File: src/logic/tp_drive_defs.svh
// Constants for the totem-pole drive steering block
`ifndef TP_DRIVE_DEFS_SVH
`define TP_DRIVE_DEFS_SVH

// ==========================================================
// Timing
`define TP_CLK_PERIOD_NS 5
`define TP_OT_FILTER_NS 30000
`define TP_OV_FILTER_NS 30000
`define TP_OT_BLANK_NS 5000000
`define TP_POL_FILTER_NS 200000
`define TP_OT_FILTER_CYC (`TP_OT_FILTER_NS / `TP_CLK_PERIOD_NS)
`define TP_OV_FILTER_CYC (`TP_OV_FILTER_NS / `TP_CLK_PERIOD_NS)
`define TP_OT_BLANK_CYC (`TP_OT_BLANK_NS / `TP_CLK_PERIOD_NS)
`define TP_POL_FILTER_CYC (`TP_POL_FILTER_NS / `TP_CLK_PERIOD_NS)

// ==========================================================
// Counts
`define TP_VALID_NEEDED 3'h4
`define TP_SYNC_HOLD 1

`endif

File: src/logic/tp_drive_pkg.sv
// Types shared by the totem-pole drive steering block
package tp_drive_pkg;

    // ==========================================================
    // Drive outputs to the half-bridge drivers
    typedef struct packed {
        logic fast_low_drive;
        logic fast_high_drive;
        logic slow_low_drive;
        logic slow_high_drive;
    } drive_t;

    // Status reported to the rest of the controller
    typedef struct packed {
        logic running;
        logic over_temp_fault;
        logic over_voltage_fault;
        logic line_freq_ok;
        logic polarity;
    } status_t;

    // Run sequencer, Gray along idle, armed, run
    typedef enum logic [1:0] {
        ST_IDLE = 2'h0,
        ST_ARMED = 2'h1,
        ST_RUN = 2'h3
    } run_state_t;

endpackage : tp_drive_pkg

File: src/logic/level_filter.sv
// Three-stage synchroniser followed by a hold-time glitch filter
`timescale 1ns/100ps
module level_filter #(
    parameter int HOLD = 1,
    parameter bit INIT = 1'b0
) (
    input wire logic clk,
    input wire logic rst,
    input wire logic raw,
    output logic filtered
);
    localparam int W = $clog2(HOLD + 1) + 1;
    localparam logic [W-1:0] HOLD_W = W'(HOLD);

    typedef struct packed {
        logic s1;
        logic s2;
        logic s3;
        logic out;
        logic [W-1:0] cnt;
    } filt_state_t;

    filt_state_t st;
    filt_state_t next_st;

    // ==========================================================
    // Filter update; s1 feeds only s2 to keep metastability contained
    always_comb
    begin
        next_st = st;
        next_st.s1 = raw;
        next_st.s2 = st.s1;
        next_st.s3 = st.s2;
        if (st.s2 == st.s3 && st.s3 != st.out)
        begin
            // Short excursions restart the timer
            if (st.cnt >= HOLD_W)
            begin
                next_st.out = st.s3;
                next_st.cnt = '0;
            end
            else
                next_st.cnt = st.cnt + W'(1);
        end
        else
            next_st.cnt = '0;
    end

    // ==========================================================
    // State register
    always_ff @(posedge clk)
    begin
        if (rst)
            st <= '{s1: INIT, s2: INIT, s3: INIT, out: INIT, cnt: '0};
        else
            st <= next_st;
    end

    assign filtered = st.out;

endmodule : level_filter

File: src/logic/totem_pole_drive_steering.sv
// Drive steering and startup gating for a bridgeless totem-pole converter
`timescale 1ns/100ps
`include "tp_drive_defs.svh"
module totem_pole_drive_steering #(
    parameter int OT_FILTER_CYC = `TP_OT_FILTER_CYC,
    parameter int OV_FILTER_CYC = `TP_OV_FILTER_CYC,
    parameter int OT_BLANK_CYC = `TP_OT_BLANK_CYC,
    parameter int POL_FILTER_CYC = `TP_POL_FILTER_CYC
) (
    input wire logic clk,
    input wire logic rst,
    input wire logic duty_pulse,
    input wire logic polarity_cmp,
    input wire logic fault_below_ot,
    input wire logic fault_above_ov,
    input wire logic line_undervoltage_flag,
    input wire logic supply_above_on,
    input wire logic supply_above_off,
    input wire logic interval_in_range,
    input wire logic sync_rect_enable,
    input wire logic slow_leg_enable,
    output tp_drive_pkg::drive_t drive,
    output tp_drive_pkg::status_t status
);
    localparam int BW = $clog2(OT_BLANK_CYC + 1) + 1;
    localparam logic [BW-1:0] BLANK_W = BW'(OT_BLANK_CYC);

    typedef struct packed {
        tp_drive_pkg::run_state_t run;
        logic pol_prev;
        logic [2:0] valid_cycle_count;
        logic line_freq_ok;
        logic [BW-1:0] blank_cnt;
        tp_drive_pkg::drive_t drv;
    } top_state_t;

    top_state_t st;
    top_state_t next_st;

    logic pol_filt;
    logic ot_filt;
    logic ov_filt;
    logic uv_sync;
    logic on_sync;
    logic off_sync;
    logic range_sync;

    // ==========================================================
    // Pin conditioning: polarity and fault filters
    level_filter #(.HOLD(POL_FILTER_CYC), .INIT(1'b0)) u_pol (
        .clk(clk),
        .rst(rst),
        .raw(polarity_cmp),
        .filtered(pol_filt)
    );
    level_filter #(.HOLD(OT_FILTER_CYC), .INIT(1'b0)) u_ot (
        .clk(clk),
        .rst(rst),
        .raw(fault_below_ot),
        .filtered(ot_filt)
    );
    level_filter #(.HOLD(OV_FILTER_CYC), .INIT(1'b0)) u_ov (
        .clk(clk),
        .rst(rst),
        .raw(fault_above_ov),
        .filtered(ov_filt)
    );

    // Synchronisers with the minimum hold filter (TP_SYNC_HOLD) for the analog status levels
    level_filter #(.HOLD(`TP_SYNC_HOLD), .INIT(1'b1)) u_uv (
        .clk(clk),
        .rst(rst),
        .raw(line_undervoltage_flag),
        .filtered(uv_sync)
    );
    level_filter #(.HOLD(`TP_SYNC_HOLD), .INIT(1'b0)) u_on (
        .clk(clk),
        .rst(rst),
        .raw(supply_above_on),
        .filtered(on_sync)
    );
    level_filter #(.HOLD(`TP_SYNC_HOLD), .INIT(1'b0)) u_off (
        .clk(clk),
        .rst(rst),
        .raw(supply_above_off),
        .filtered(off_sync)
    );
    level_filter #(.HOLD(`TP_SYNC_HOLD), .INIT(1'b0)) u_rng (
        .clk(clk),
        .rst(rst),
        .raw(interval_in_range),
        .filtered(range_sync)
    );

    // ==========================================================
    // Derived conditions
    logic pol_rise;
    logic pol_fall;
    logic pol_edge;
    logic blank_done;
    logic ot_fault;
    logic any_fault;
    logic start_ok;

    assign pol_rise = pol_filt & ~st.pol_prev;
    assign pol_fall = ~pol_filt & st.pol_prev;
    assign pol_edge = pol_rise | pol_fall;
    assign blank_done = (st.blank_cnt >= BLANK_W);
    assign ot_fault = ot_filt & blank_done;
    // Fault gating is level based: drives resume once both filters clear
    assign any_fault = ot_fault | ov_filt;
    // Startup gate; on-level must stay present while armed
    assign start_ok = ~uv_sync & on_sync & st.line_freq_ok;

    // ==========================================================
    // Half-cycle steering decode
    // The duty leg follows the pulse and its partner only conducts in the
    // off-time, so a leg can never be commanded on from both sides at once.
    // Only the slow switch carrying the return current is ever enabled.
    function automatic tp_drive_pkg::drive_t steer_drive(
        input logic positive,
        input logic pulse,
        input logic sync_en,
        input logic slow_en
    );
        tp_drive_pkg::drive_t d;
        d = '0;
        if (positive)
        begin
            d.fast_low_drive = pulse;
            d.fast_high_drive = sync_en & ~pulse;
            d.slow_low_drive = slow_en;
        end
        else
        begin
            d.fast_high_drive = pulse;
            d.fast_low_drive = sync_en & ~pulse;
            d.slow_high_drive = slow_en;
        end
        return d;
    endfunction : steer_drive

    // ==========================================================
    // Sequencer, line validation and drive steering
    always_comb
    begin
        next_st = st;
        next_st.pol_prev = pol_filt;

        // Blanking restarts whenever the supply is below off level
        if (!off_sync)
            next_st.blank_cnt = '0;
        else if (!blank_done)
            next_st.blank_cnt = st.blank_cnt + BW'(1);

        // Consecutive valid toggles; a bad interval restarts counting
        if (pol_edge)
        begin
            if (!range_sync)
            begin
                next_st.valid_cycle_count = '0;
                next_st.line_freq_ok = 1'b0;
            end
            else if (st.valid_cycle_count < `TP_VALID_NEEDED)
            begin
                next_st.valid_cycle_count = st.valid_cycle_count + 3'h1;
                if (st.valid_cycle_count == `TP_VALID_NEEDED - 3'h1)
                    next_st.line_freq_ok = 1'b1;
            end
        end

        case (st.run)
            tp_drive_pkg::ST_IDLE:
            begin
                if (start_ok && off_sync)
                    next_st.run = tp_drive_pkg::ST_ARMED;
            end
            tp_drive_pkg::ST_ARMED:
            begin
                if (!start_ok || !off_sync)
                    next_st.run = tp_drive_pkg::ST_IDLE;
                else if (pol_rise)
                    next_st.run = tp_drive_pkg::ST_RUN;
            end
            tp_drive_pkg::ST_RUN:
            begin
                // Dropping under the on-level alone keeps running
                if (!off_sync || uv_sync)
                    next_st.run = tp_drive_pkg::ST_IDLE;
            end
            default:
                next_st.run = tp_drive_pkg::ST_IDLE;
        endcase

        // Drives default low; costs one dead cycle at each edge
        next_st.drv = '0;
        if (st.run == tp_drive_pkg::ST_RUN && next_st.run ==
            tp_drive_pkg::ST_RUN && !any_fault && !pol_edge)
            next_st.drv = steer_drive(pol_filt, duty_pulse,
                sync_rect_enable, slow_leg_enable);
    end

    // ==========================================================
    // State register
    always_ff @(posedge clk)
    begin
        if (rst)
            st <= '{run: tp_drive_pkg::ST_IDLE, pol_prev: 1'b0,
                    valid_cycle_count: 3'h0, line_freq_ok: 1'b0,
                    blank_cnt: '0, drv: '0};
        else
            st <= next_st;
    end

    // ==========================================================
    // Outputs
    assign drive = st.drv;
    assign status.running = (st.run == tp_drive_pkg::ST_RUN);
    assign status.over_temp_fault = ot_fault;
    assign status.over_voltage_fault = ov_filt;
    assign status.line_freq_ok = st.line_freq_ok;
    assign status.polarity = pol_filt;

endmodule : totem_pole_drive_steering

File: config.mk
export PLATFORM = sky130hd
export DESIGN_NAME = totem_pole_drive_steering
export DESIGN_NICKNAME = d
export VERILOG_FILES = /design/src/logic/tp_drive_pkg.sv /design/src/logic/level_filter.sv /design/src/logic/totem_pole_drive_steering.sv
export VERILOG_INCLUDE_DIRS = /design/src /design/src/logic
export SDC_FILE = /design/constraint.sdc
export NUM_CORES = 1
export LEC_CHECK = 0
export BUFFER_PORTS_ARGS = -buffer_cell sky130_fd_sc_hd__buf_2
export CORE_MARGIN = 1
export CORE_UTILIZATION = 36
export CTS_CLUSTER_SIZE = 24
export DETAILED_ROUTE_END_ITERATION = 12
export SETUP_SLACK_MARGIN = 0.4
export SLEW_MARGIN = 20
export SYNTH_ARGS = -nofsm -noshare
export SYNTH_HDL_FRONTEND = slang
export SYNTH_SLANG_ARGS = --single-unit
export TNS_END_PERCENT = 5
File: constraint.sdc
create_clock -name clk -period 4.5 [get_ports clk]
set_input_delay 0.45 -clock clk [delete_from_list [all_inputs] [get_ports clk]]
set_output_delay 0.45 -clock clk [all_outputs]
set_load 0.02 [all_outputs]
==> impl_metrics.toml, run 1 <==
[die]
start_util_pct = 37.0
core-area_sq_mm = 0.0127
ios = 21
die_x_um = 116
die_h_um = 116
rows = 41
dieArea_sq_mm = 0.0135

[drt]
wl_met3_um = 231
drt_wl_total_mm = 8.53
met1_length_mm = 4.04
ant_nets = 0
dr.pass1.iters = 4
top_layer = "met4"
wl_met2_mm = 4.07
drc_errors = 0
drt_iter0_drc = 153
num_vias = 3560
wl_per_cell_um = 11.5
viasPerCell = 4.82

[setup_path]
critPathCaptureType = "output pin"
critPathTopFamily = "compound AO/OA/AOI/OAI gates"
critPathSlowestCell = "a311oi_2"
cp_max_fo = 14
start_kind = "flip-flop"
cp.arrival_ps = 2440
ff2ff_path_depth = 5
max_stage_delay_ps = 820
path_cells = "o21ai_0, a311oi_2, nor2_1, nor2_1, buf_2"
critical_path_depth = 5
crit_path_frequent_cell = "nor2_1"
critical_path_class = "flip-flop to output pin"
crit_required_ps = 4050
worst-path-buf-inv = 1

[final_layout]
n_antenna_cell = 0
drive_gt1_share_pct = 10.6
nets = 581
area_growth_pct = 17.6

[clocking]
h-tree-depth = 4
root_buffer = "clkbuf_16"
cts-hold-fix-buffers = 0
clk_pin_slew_ps = 50
cts_resized = 0
cts.sinks = 113
cts_setup_buffers = 0
numCtsBuffers = 17
clock_latency_ps = 410
cts_tree = "done"
cts_buffer_depth = 2

[logic_synthesis]
synth_adder_area_share_pct = 4.00
synth-main-ff-cell = "dfxtp_1"
synth_compound_area_share_pct = 8.33
syn_inst = 535
synth_xor_area_share_pct = 8.04
synth.distinct_cells = 47
synthArstFlopShare_pct = 0
yosysSeqAreaShare_pct = 48.3
yosys.area_share.simple_pct = 26.0
yosys-top-cells-area = "dfxtp_1 (48%), nor2_1 (7.3%), xnor2_1 (5.0%)"
yosys.area.top_type = "dfxtp_1"
synth_edf_count = 0
synth_area_sq_mm = 0.00469
synthMuxAreaShare_pct = 0.667
synth_top_area_share_pct = 48.3
synth_top_family_by_area = "simple AND/OR/NAND/NOR gates"
ys_seq_elements = 113
ys_warn_count = 0
syn_area_per_cell_sq_um = 8.76

[sta]
final.setup.tns_ps = 0
drv_slew = 0
finalSetupViolCount = 0
post-route-min-period_ps = 2890
tightest_slew_ps = 938
fin_ws_ps = 1610
period_share_pct = 64.3
fmax_ghz = 0.346
rsz0062_at_grt = "no"
relSlewSlack_pct = 37.5
hold_viol = 0
clock_skew_ps = 8.92

[global_routing]
antenna_found_initial = 0
grt.total_usage_pct = 14.2
grt_pass1_vias = 3388
gr-total-overflow = 0
grt_max_degree = 37
grt_pass1_wl_mm = 14.8

[placement]
port_buffers = 20
gp_congestion = 0.769
post-dp-hpwl_mm = 5.78
dp_slack_ps = 1990

[job]
drv_cap = 0

[pwr]
peakVddDrop_uv = 210
p_per_area_mw_per_mm2 = 440
fin_total_pwr_uw = 2420
p_leak_uw = 0.00196

[worst_hold_path]
hold_depth = 2
hold_path_class = "input port to flip-flop"

[status]
status = "complete, no violations"
==> cell usage in the layout (no fill, tap or decap), types with 3 or more instances in the layout <==
| cell | Yosys | final |
|---|---|---|
| nor2b_1 | 24 | 24 |
| o21ai_0 | 22 | 22 |
| nor2_1 | 91 | 91 |
| clkbuf_16 | 0 | 17 |
| buf_2 | 1 | 20 |
| nor3_1 | 9 | 9 |
| and4_1 | 11 | 11 |
| bufinv_16 | 0 | 4 |
| ha_1 | 15 | 15 |
| and3_1 | 9 | 9 |
| nor4_1 | 5 | 5 |
| and2_1 | 6 | 6 |
| nor4b_1 | 3 | 3 |
| xnor2_1 | 27 | 27 |
| or2_2 | 3 | 3 |
| inv_1 | 27 | 27 |
| xor2_1 | 16 | 16 |
| nand4_1 | 10 | 10 |
| clkinvlp_4 | 0 | 3 |
| dfxtp_1 | 113 | 113 |
| nand3_1 | 19 | 19 |
| conb_1 | 1 | 3 |
| or3_1 | 5 | 5 |
| a31oi_1 | 7 | 7 |
| a21oi_1 | 16 | 16 |
| clkinv_2 | 0 | 4 |
| nand2_1 | 46 | 46 |
==> state kept, by name, summed over array words and instances, names as in the netlist, 2 cells and up <==
register	flops
st	27
u_pol.st	18
u_on.st	3
drive	4
u_rng.next_st	2
u_ov.next_st	2
u_off.st	3
u_off.next_st	2
u_rng.st	3
u_pol.next_st	2
u_ov.st	15
u_on.next_st	2
u_uv.next_st	2
u_ot.st	15
u_uv.st	3
u_ot.next_st	2
==> metrics by stage <==
step / area [sq um] / cells / utilization, % / hold slack [ps]
detailed placement: 4900 / 707 / 38.6 / 399
global placement: 4900 / 707 / 38.6 / 393
floorplan: 4690 / 537 / - / 389
global route: 5510 / 739 / 43.5 / 229
CTS: 5510 / 739 / 43.5 / 227
finish: 5510 / 739 / 43.5 / 238
==> cell type report <==
class                      count  area, sq um
fill                        1245         7160
sequential                   113         2260
multi-input combinational    375         2220
clock buffer                  18          429
tap                          172          215
clock inverter                14          189
inverter                      27          101
timing repair buffer          20          100
==> worst reg2reg max path, stage by stage, from the launching register on <==
cell      delay, ps
dfxtp_1         420
o21ai_0         140
a311oi_2        820
nor2_1          300
o21ai_0         420
nor3b_1         100
==> cell families (layout without fill, tap and decap cells) <==
kind of cell / count (synthesis) / in the layout
simple gates: 248 / 248
mux: 3 / 3
compound gates: 63 / 63
other cells: 1 / 3
flops: 113 / 113
buf+inv: 49 / 79
fa+ha+maj: 15 / 15
xor+xnor: 43 / 43
==> power by group <==
group / switching, uW / internal [uW]
registers: 4.79 / 1010
logic: 13.3 / 11.1
clock network: 462 / 923
total: 480 / 1940
==> synthesized netlist by cell type, types with 2 or more instances <==
master      n
a31o_2      2
nor3b_1     2
or3_1       5
buf_4       8
or4_1       2
nor2b_1    24
and4_1     11
nor4b_1     3
and3_1      9
nor3_1      9
xnor2_1    27
xor2_1     16
nand4_1    10
dfxtp_1   113
nor4_1      5
or2_2       3
o211ai_1    2
mux2i_1     2
clkbuf_1   13
a31oi_1     7
nor2_1     91
inv_1      27
ha_1       15
a21oi_1    16
o21ai_0    22
a211oi_1    2
nand2_1    46
nand3_1    19
and2_1      6
==> path summary, 6_finish.rpt <==
kind	end	slack, ps	from
setup / recovery	status[3]	1610	st[19]
hold / removal	u_uv.next_st[4]	240	line_undervoltage_flag
setup reg to reg	drive[0]	2170	st[19]
hold reg to reg	u_uv.next_st[3]	410	u_uv.next_st[4]
==> layer usage <==
| metal | vias to the layer above | global-route usage [%] |
|---|---|---|
| met2 | 40 | 23.3 |
| li1 | 1835 | - |
| met1 | 1668 | 16.7 |
| met4 | 0 | 7.52 |
| met3 | 17 | 4.36 |
| met5 | - | 0 |
No activity file was read; power rests on OpenSTA's default activity.
==> run 2, diff against run 1 <==
==> constraint.sdc (replaced) <==
create_clock -name clk -period 3 [get_ports clk]
set_input_delay 0.3 -clock clk [delete_from_list [all_inputs] [get_ports clk]]
set_output_delay 0.3 -clock clk [all_outputs]
set_load 0.02 [all_outputs]
==> impl_metrics.toml, run 2 (synthesis results as in run 1) <==
[sta]
clock_skew_ps = 5.59
rsz0062_at_grt = "no"
drv_slew = 0
relSlewSlack_pct = 62.1
fmax_ghz = 0.456
post-route-min-period_ps = 2190
tightest_slew_ps = 565
period_share_pct = 73.1
hold_viol = 0
final.setup.tns_ps = 0
finalSetupViolCount = 0

[clocking]
cts_resized = 0
cts_buffer_depth = 2
clk_pin_slew_ps = 50
cts_tree = "done"
cts_setup_buffers = 0
root_buffer = "clkbuf_16"
cts.sinks = 113
cts-hold-fix-buffers = 0
numCtsBuffers = 17
h-tree-depth = 4
clock_latency_ps = 410

[worst_hold_path]
hold_path_class = "input port to flip-flop"
hp-start = "line_undervoltage_flag"
holdPathEnd = "u_uv.next_st[4]"
hold_depth = 2

[job]
drv_cap = 0

[pwr]
p_per_area_mw_per_mm2 = 666
peakVddDrop_uv = 294
p_leak_uw = 0.00197

[drt]
dr.pass1.iters = 5
wl_per_cell_um = 11.3
drt_wl_total_mm = 8.36
num_vias = 3550
viasPerCell = 4.78
ant_nets = 0
drc_errors = 0
drt_iter0_drc = 131

[final_layout]
seq_area_sq_mm = 0.00226
fill_cells = 1225
area_growth_pct = 18.9
layoutNonFillerInstCount = 743
n_antenna_cell = 0
top_register = "st"
final_common_cell = "dfxtp_1"
largest_register_ffs = 27
layout_common_cells = "dfxtp_1 (113), nor2_1 (91), nand2_1 (46), inv_1 (27), xnor2_1 (27)"
nets = 585
reg_top3 = "st (27), u_pol.st (18)"
multi_input_area_sq_mm = 0.00222
drive_gt1_share_pct = 11.4
final_area_sq_mm = 0.00557
final_util_pct = 44.0

[setup_path]
critical_path_class = "flip-flop to output pin"
cp.arrival_ps = 1890
reg2reg_to = "st[18]"
crit_required_ps = 2700
r2r-start = "st[19]"
critPathCaptureType = "output pin"
start_kind = "flip-flop"
r2r_slack_ps = 970
cp_max_fo = 7
ff2ff_path_depth = 6

[global_routing]
grt_pass1_vias = 3409
grt.total_usage_pct = 14.1
gr-total-overflow = 0
grt_pass1_wl_mm = 14.8
grt_max_degree = 36
antenna_found_initial = 0

[status]
status = "complete, no violations"

[die]
rows = 41
ios = 21
die_h_um = 116
start_util_pct = 37.0
dieArea_sq_mm = 0.0135
core-area_sq_mm = 0.0127
die_x_um = 116

[placement]
post-dp-hpwl_mm = 5.66
gp_congestion = 0.751
dp_cells = 711
port_buffers = 20
placed_cell_area_sq_mm = 0.00493
==> run 2: cell types whose count changed in the layout (fill, tap and decap cells not counted), sizes merged <==
cell	delta
clkbuf	+2
clkinvlp	+4
inv	-1
buf	+4
clkinv	-5
==> run 2: metrics by stage <==
| stage | setup WS [ps] | power, uW | hold slack, ps |
|---|---|---|---|
| floorplan | 1310 | 1580 | 384 |
| global placement | 1070 | 1590 | 397 |
| detailed placement | 1020 | 1590 | 399 |
| CTS | 792 | 3750 | 74.1 |
| global route | 668 | 3830 | 86.5 |
| finish | 807 | 3710 | 87.5 |
==> run 2: worst max-delay path by stage <==
| stage | start | end | slack (ps) | cells past startpoint |
|---|---|---|---|---|
| 2_1_floorplan | st[10] | st[18] | 1310 | 5 |
| 3_3_place_gp | st[10] | st[18] | 1070 | 6 |
| 3_5_place_dp | st[19] | st[22] | 1020 | 6 |
| 4_1_cts | st[19] | status[3] | 790 | 5 |
| 5_1_grt | st[19] | status[3] | 670 | 5 |
| 6_report | st[19] | status[3] | 810 | 5 |
==> run 2: area by class of cell <==
class,count,share of cell area [%]
clock buffer,20,8.37
clock inverter,12,3.25
inverter,27,1.82
multi-input combinational,375,39.8
sequential,113,40.6
tap,172,3.86
timing repair buffer,24,2.33
==> run 2: where the power goes <==
part | internal (uW) | switching, uW | leakage (uW) | total, uW
Combinational | 18.4 | 20.6 | 0.000765 | 39.0
Clock | 1450 | 695 | 0.000293 | 2150
Sequential | 1520 | 7.40 | 0.000915 | 1520
Total | 2990 | 723 | 0.00197 | 3710
==> run 2: critical path: stages (launching register included) <==
cell      delay [ps]
dfxtp_1          370
a211oi_1         320
a311oi_2         160
nor2_1           390
nor2_1            80
buf_2            170
==> run 2: metal layers <==
layer  up-vias  wire length [um]  part of all wire [%]  track usage [%]
met5         -                 0                     0                0
li1       1838                 -                     -                -
met1      1650              3790                    45             15.4
met3        15               251                   3.0             3.84
met2        47              4120                    49             24.0
met4         0               201                   2.4             9.06
==> run 3, diff against run 2 <==
==> constraint.sdc (replaced) <==
create_clock -name clk -period 2.1 [get_ports clk]
set_input_delay 0.21 -clock clk [delete_from_list [all_inputs] [get_ports clk]]
set_output_delay 0.21 -clock clk [all_outputs]
set_load 0.02 [all_outputs]
==> impl_metrics.toml, run 3 (synthesis results as in run 1) <==
[sta]
post-route-min-period_ps = 1810
period_share_pct = 86.4
finalSetupViolCount = 0
clock_skew_ps = 7.45
tightest_slew_ps = 534
final.setup.tns_ps = 0
holdWs_ps = 14.5
relSlewSlack_pct = 63.9
rsz0062_at_grt = "yes"
drv_slew = 0
fmax_ghz = 0.551
hold_viol = 0

[setup_path]
crit_required_ps = 2450
critPathCaptureType = "flip-flop"
cp.arrival_ps = 2160
start_kind = "flip-flop"
cp_max_fo = 5
critical_path_class = "flip-flop to flip-flop"

[clocking]
cts_tree = "done"
cts_buffer_depth = 2
h-tree-depth = 4
root_buffer = "clkbuf_16"
numCtsBuffers = 17
cts.sinks = 113
clk_pin_slew_ps = 50
clock_latency_ps = 410

[job]
drv_cap = 0

[worst_hold_path]
hold_path_class = "input port to flip-flop"

[placement]
post-dp-hpwl_mm = 5.79
dp_cells = 718
gp_congestion = 0.791
port_buffers = 20

[global_routing]
grt.total_usage_pct = 14.6
antenna_found_initial = 0
grt_max_degree = 25
grt_pass1_wl_mm = 15.1
grt_pass1_vias = 3489
gr-total-overflow = 0

[drt]
drc_errors = 0
drt_iter0_drc = 106
num_vias = 3594
drt_wl_total_mm = 8.80
wl_per_cell_um = 11.6
ant_nets = 0
viasPerCell = 4.72
dr.pass1.iters = 4

[final_layout]
largest_register_ffs = 27
n_antenna_cell = 0
area_growth_pct = 22.3
reg_top3 = "st (27), u_pol.st (18)"
final_util_pct = 45.2
final_common_cell = "dfxtp_1"
drive_gt1_share_pct = 17.1
nets = 604
top_register = "st"
layout_common_cells = "dfxtp_1 (99), nor2_1 (89), nand2_1 (45), inv_1 (27), xnor2_1 (27)"
layoutNonFillerInstCount = 761

[die]
rows = 41
die_x_um = 116
die_h_um = 116
ios = 21
start_util_pct = 37.0
dieArea_sq_mm = 0.0135
core-area_sq_mm = 0.0127

[status]
status = "complete, no violations"

[pwr]
peakVddDrop_uv = 485
p_leak_uw = 0.00208
p_per_area_mw_per_mm2 = 879
run 3: cell types whose count changed in the layout (fill, tap and decap cells not counted), sizes merged:
cell,delta
clkinv,+2
clkinvlp,-7
buf,+18
bufinv,-2
dlygate4sd3,+1
clkbuf,+6
run 3: layout make-up:
cell class              count  area [sq um]
fillers                  1198          6940
flip-flops and latches    113          2280
multi-input cells         375          2260
clock buffers              26           509
repair buffers             43           282
well taps                 172           215
inverters                  27           101
clock inverters             5          75.1
run 3: worst max-delay path, cell delays in order (launching register included):
cell,delay [ps]
dfxtp_4,350
a211oi_2,230
a311oi_2,150
buf_4,170
or3_4,360
or4_4,420
nand2_2,70
run 3: per-layer routing:
layer / vias to the layer above / share of wire, % / wire [um] / global-route usage [%]
met4: 0 / 2.0 / 178 / 7.52
met5: - / 0 / 0 / 0
li1: 1866 / - / - / -
met2: 48 / 49 / 4340 / 25.0
met1: 1662 / 46 / 4010 / 16.2
met3: 18 / 3.1 / 273 / 4.57
run 3: timing repair:
action,4_1_cts,5_1_grt
pin swaps,7,2
endpoints found under the hold margin,1,0
endpoints found under the setup margin,27,34
setup buffers,11,0
hold buffers,1,0
resized for setup,23,7
run 3: path summary, 6_finish.rpt:
check | from | to | slack (ps) | cells past startpoint
worst max-delay path | st[19] | st[16] | 290 | 6
worst min-delay path | fault_below_ot | u_ot.next_st[16] | 10 | 2
worst max register to register | st[19] | st[16] | 290 | 6
worst min register to register | u_uv.next_st[4] | u_uv.next_st[3] | 420 | 1
run 3: power by group:
group,switching [uW],leakage (uW),internal (uW)
Sequential,9.66,0.000923,2170
Clock,914,0.000290,1890
Combinational,30.1,0.000872,28.8
run 3: metrics by stage:
stage	cell area [sq um]	setup WS (ps)	power (uW)
6_report	5730	285	5040
5_1_grt	5730	203	5210
4_1_cts	5710	305	5090
3_5_place_dp	4980	277	2280
3_3_place_gp	4980	318	2280
2_1_floorplan	4690	411	2250
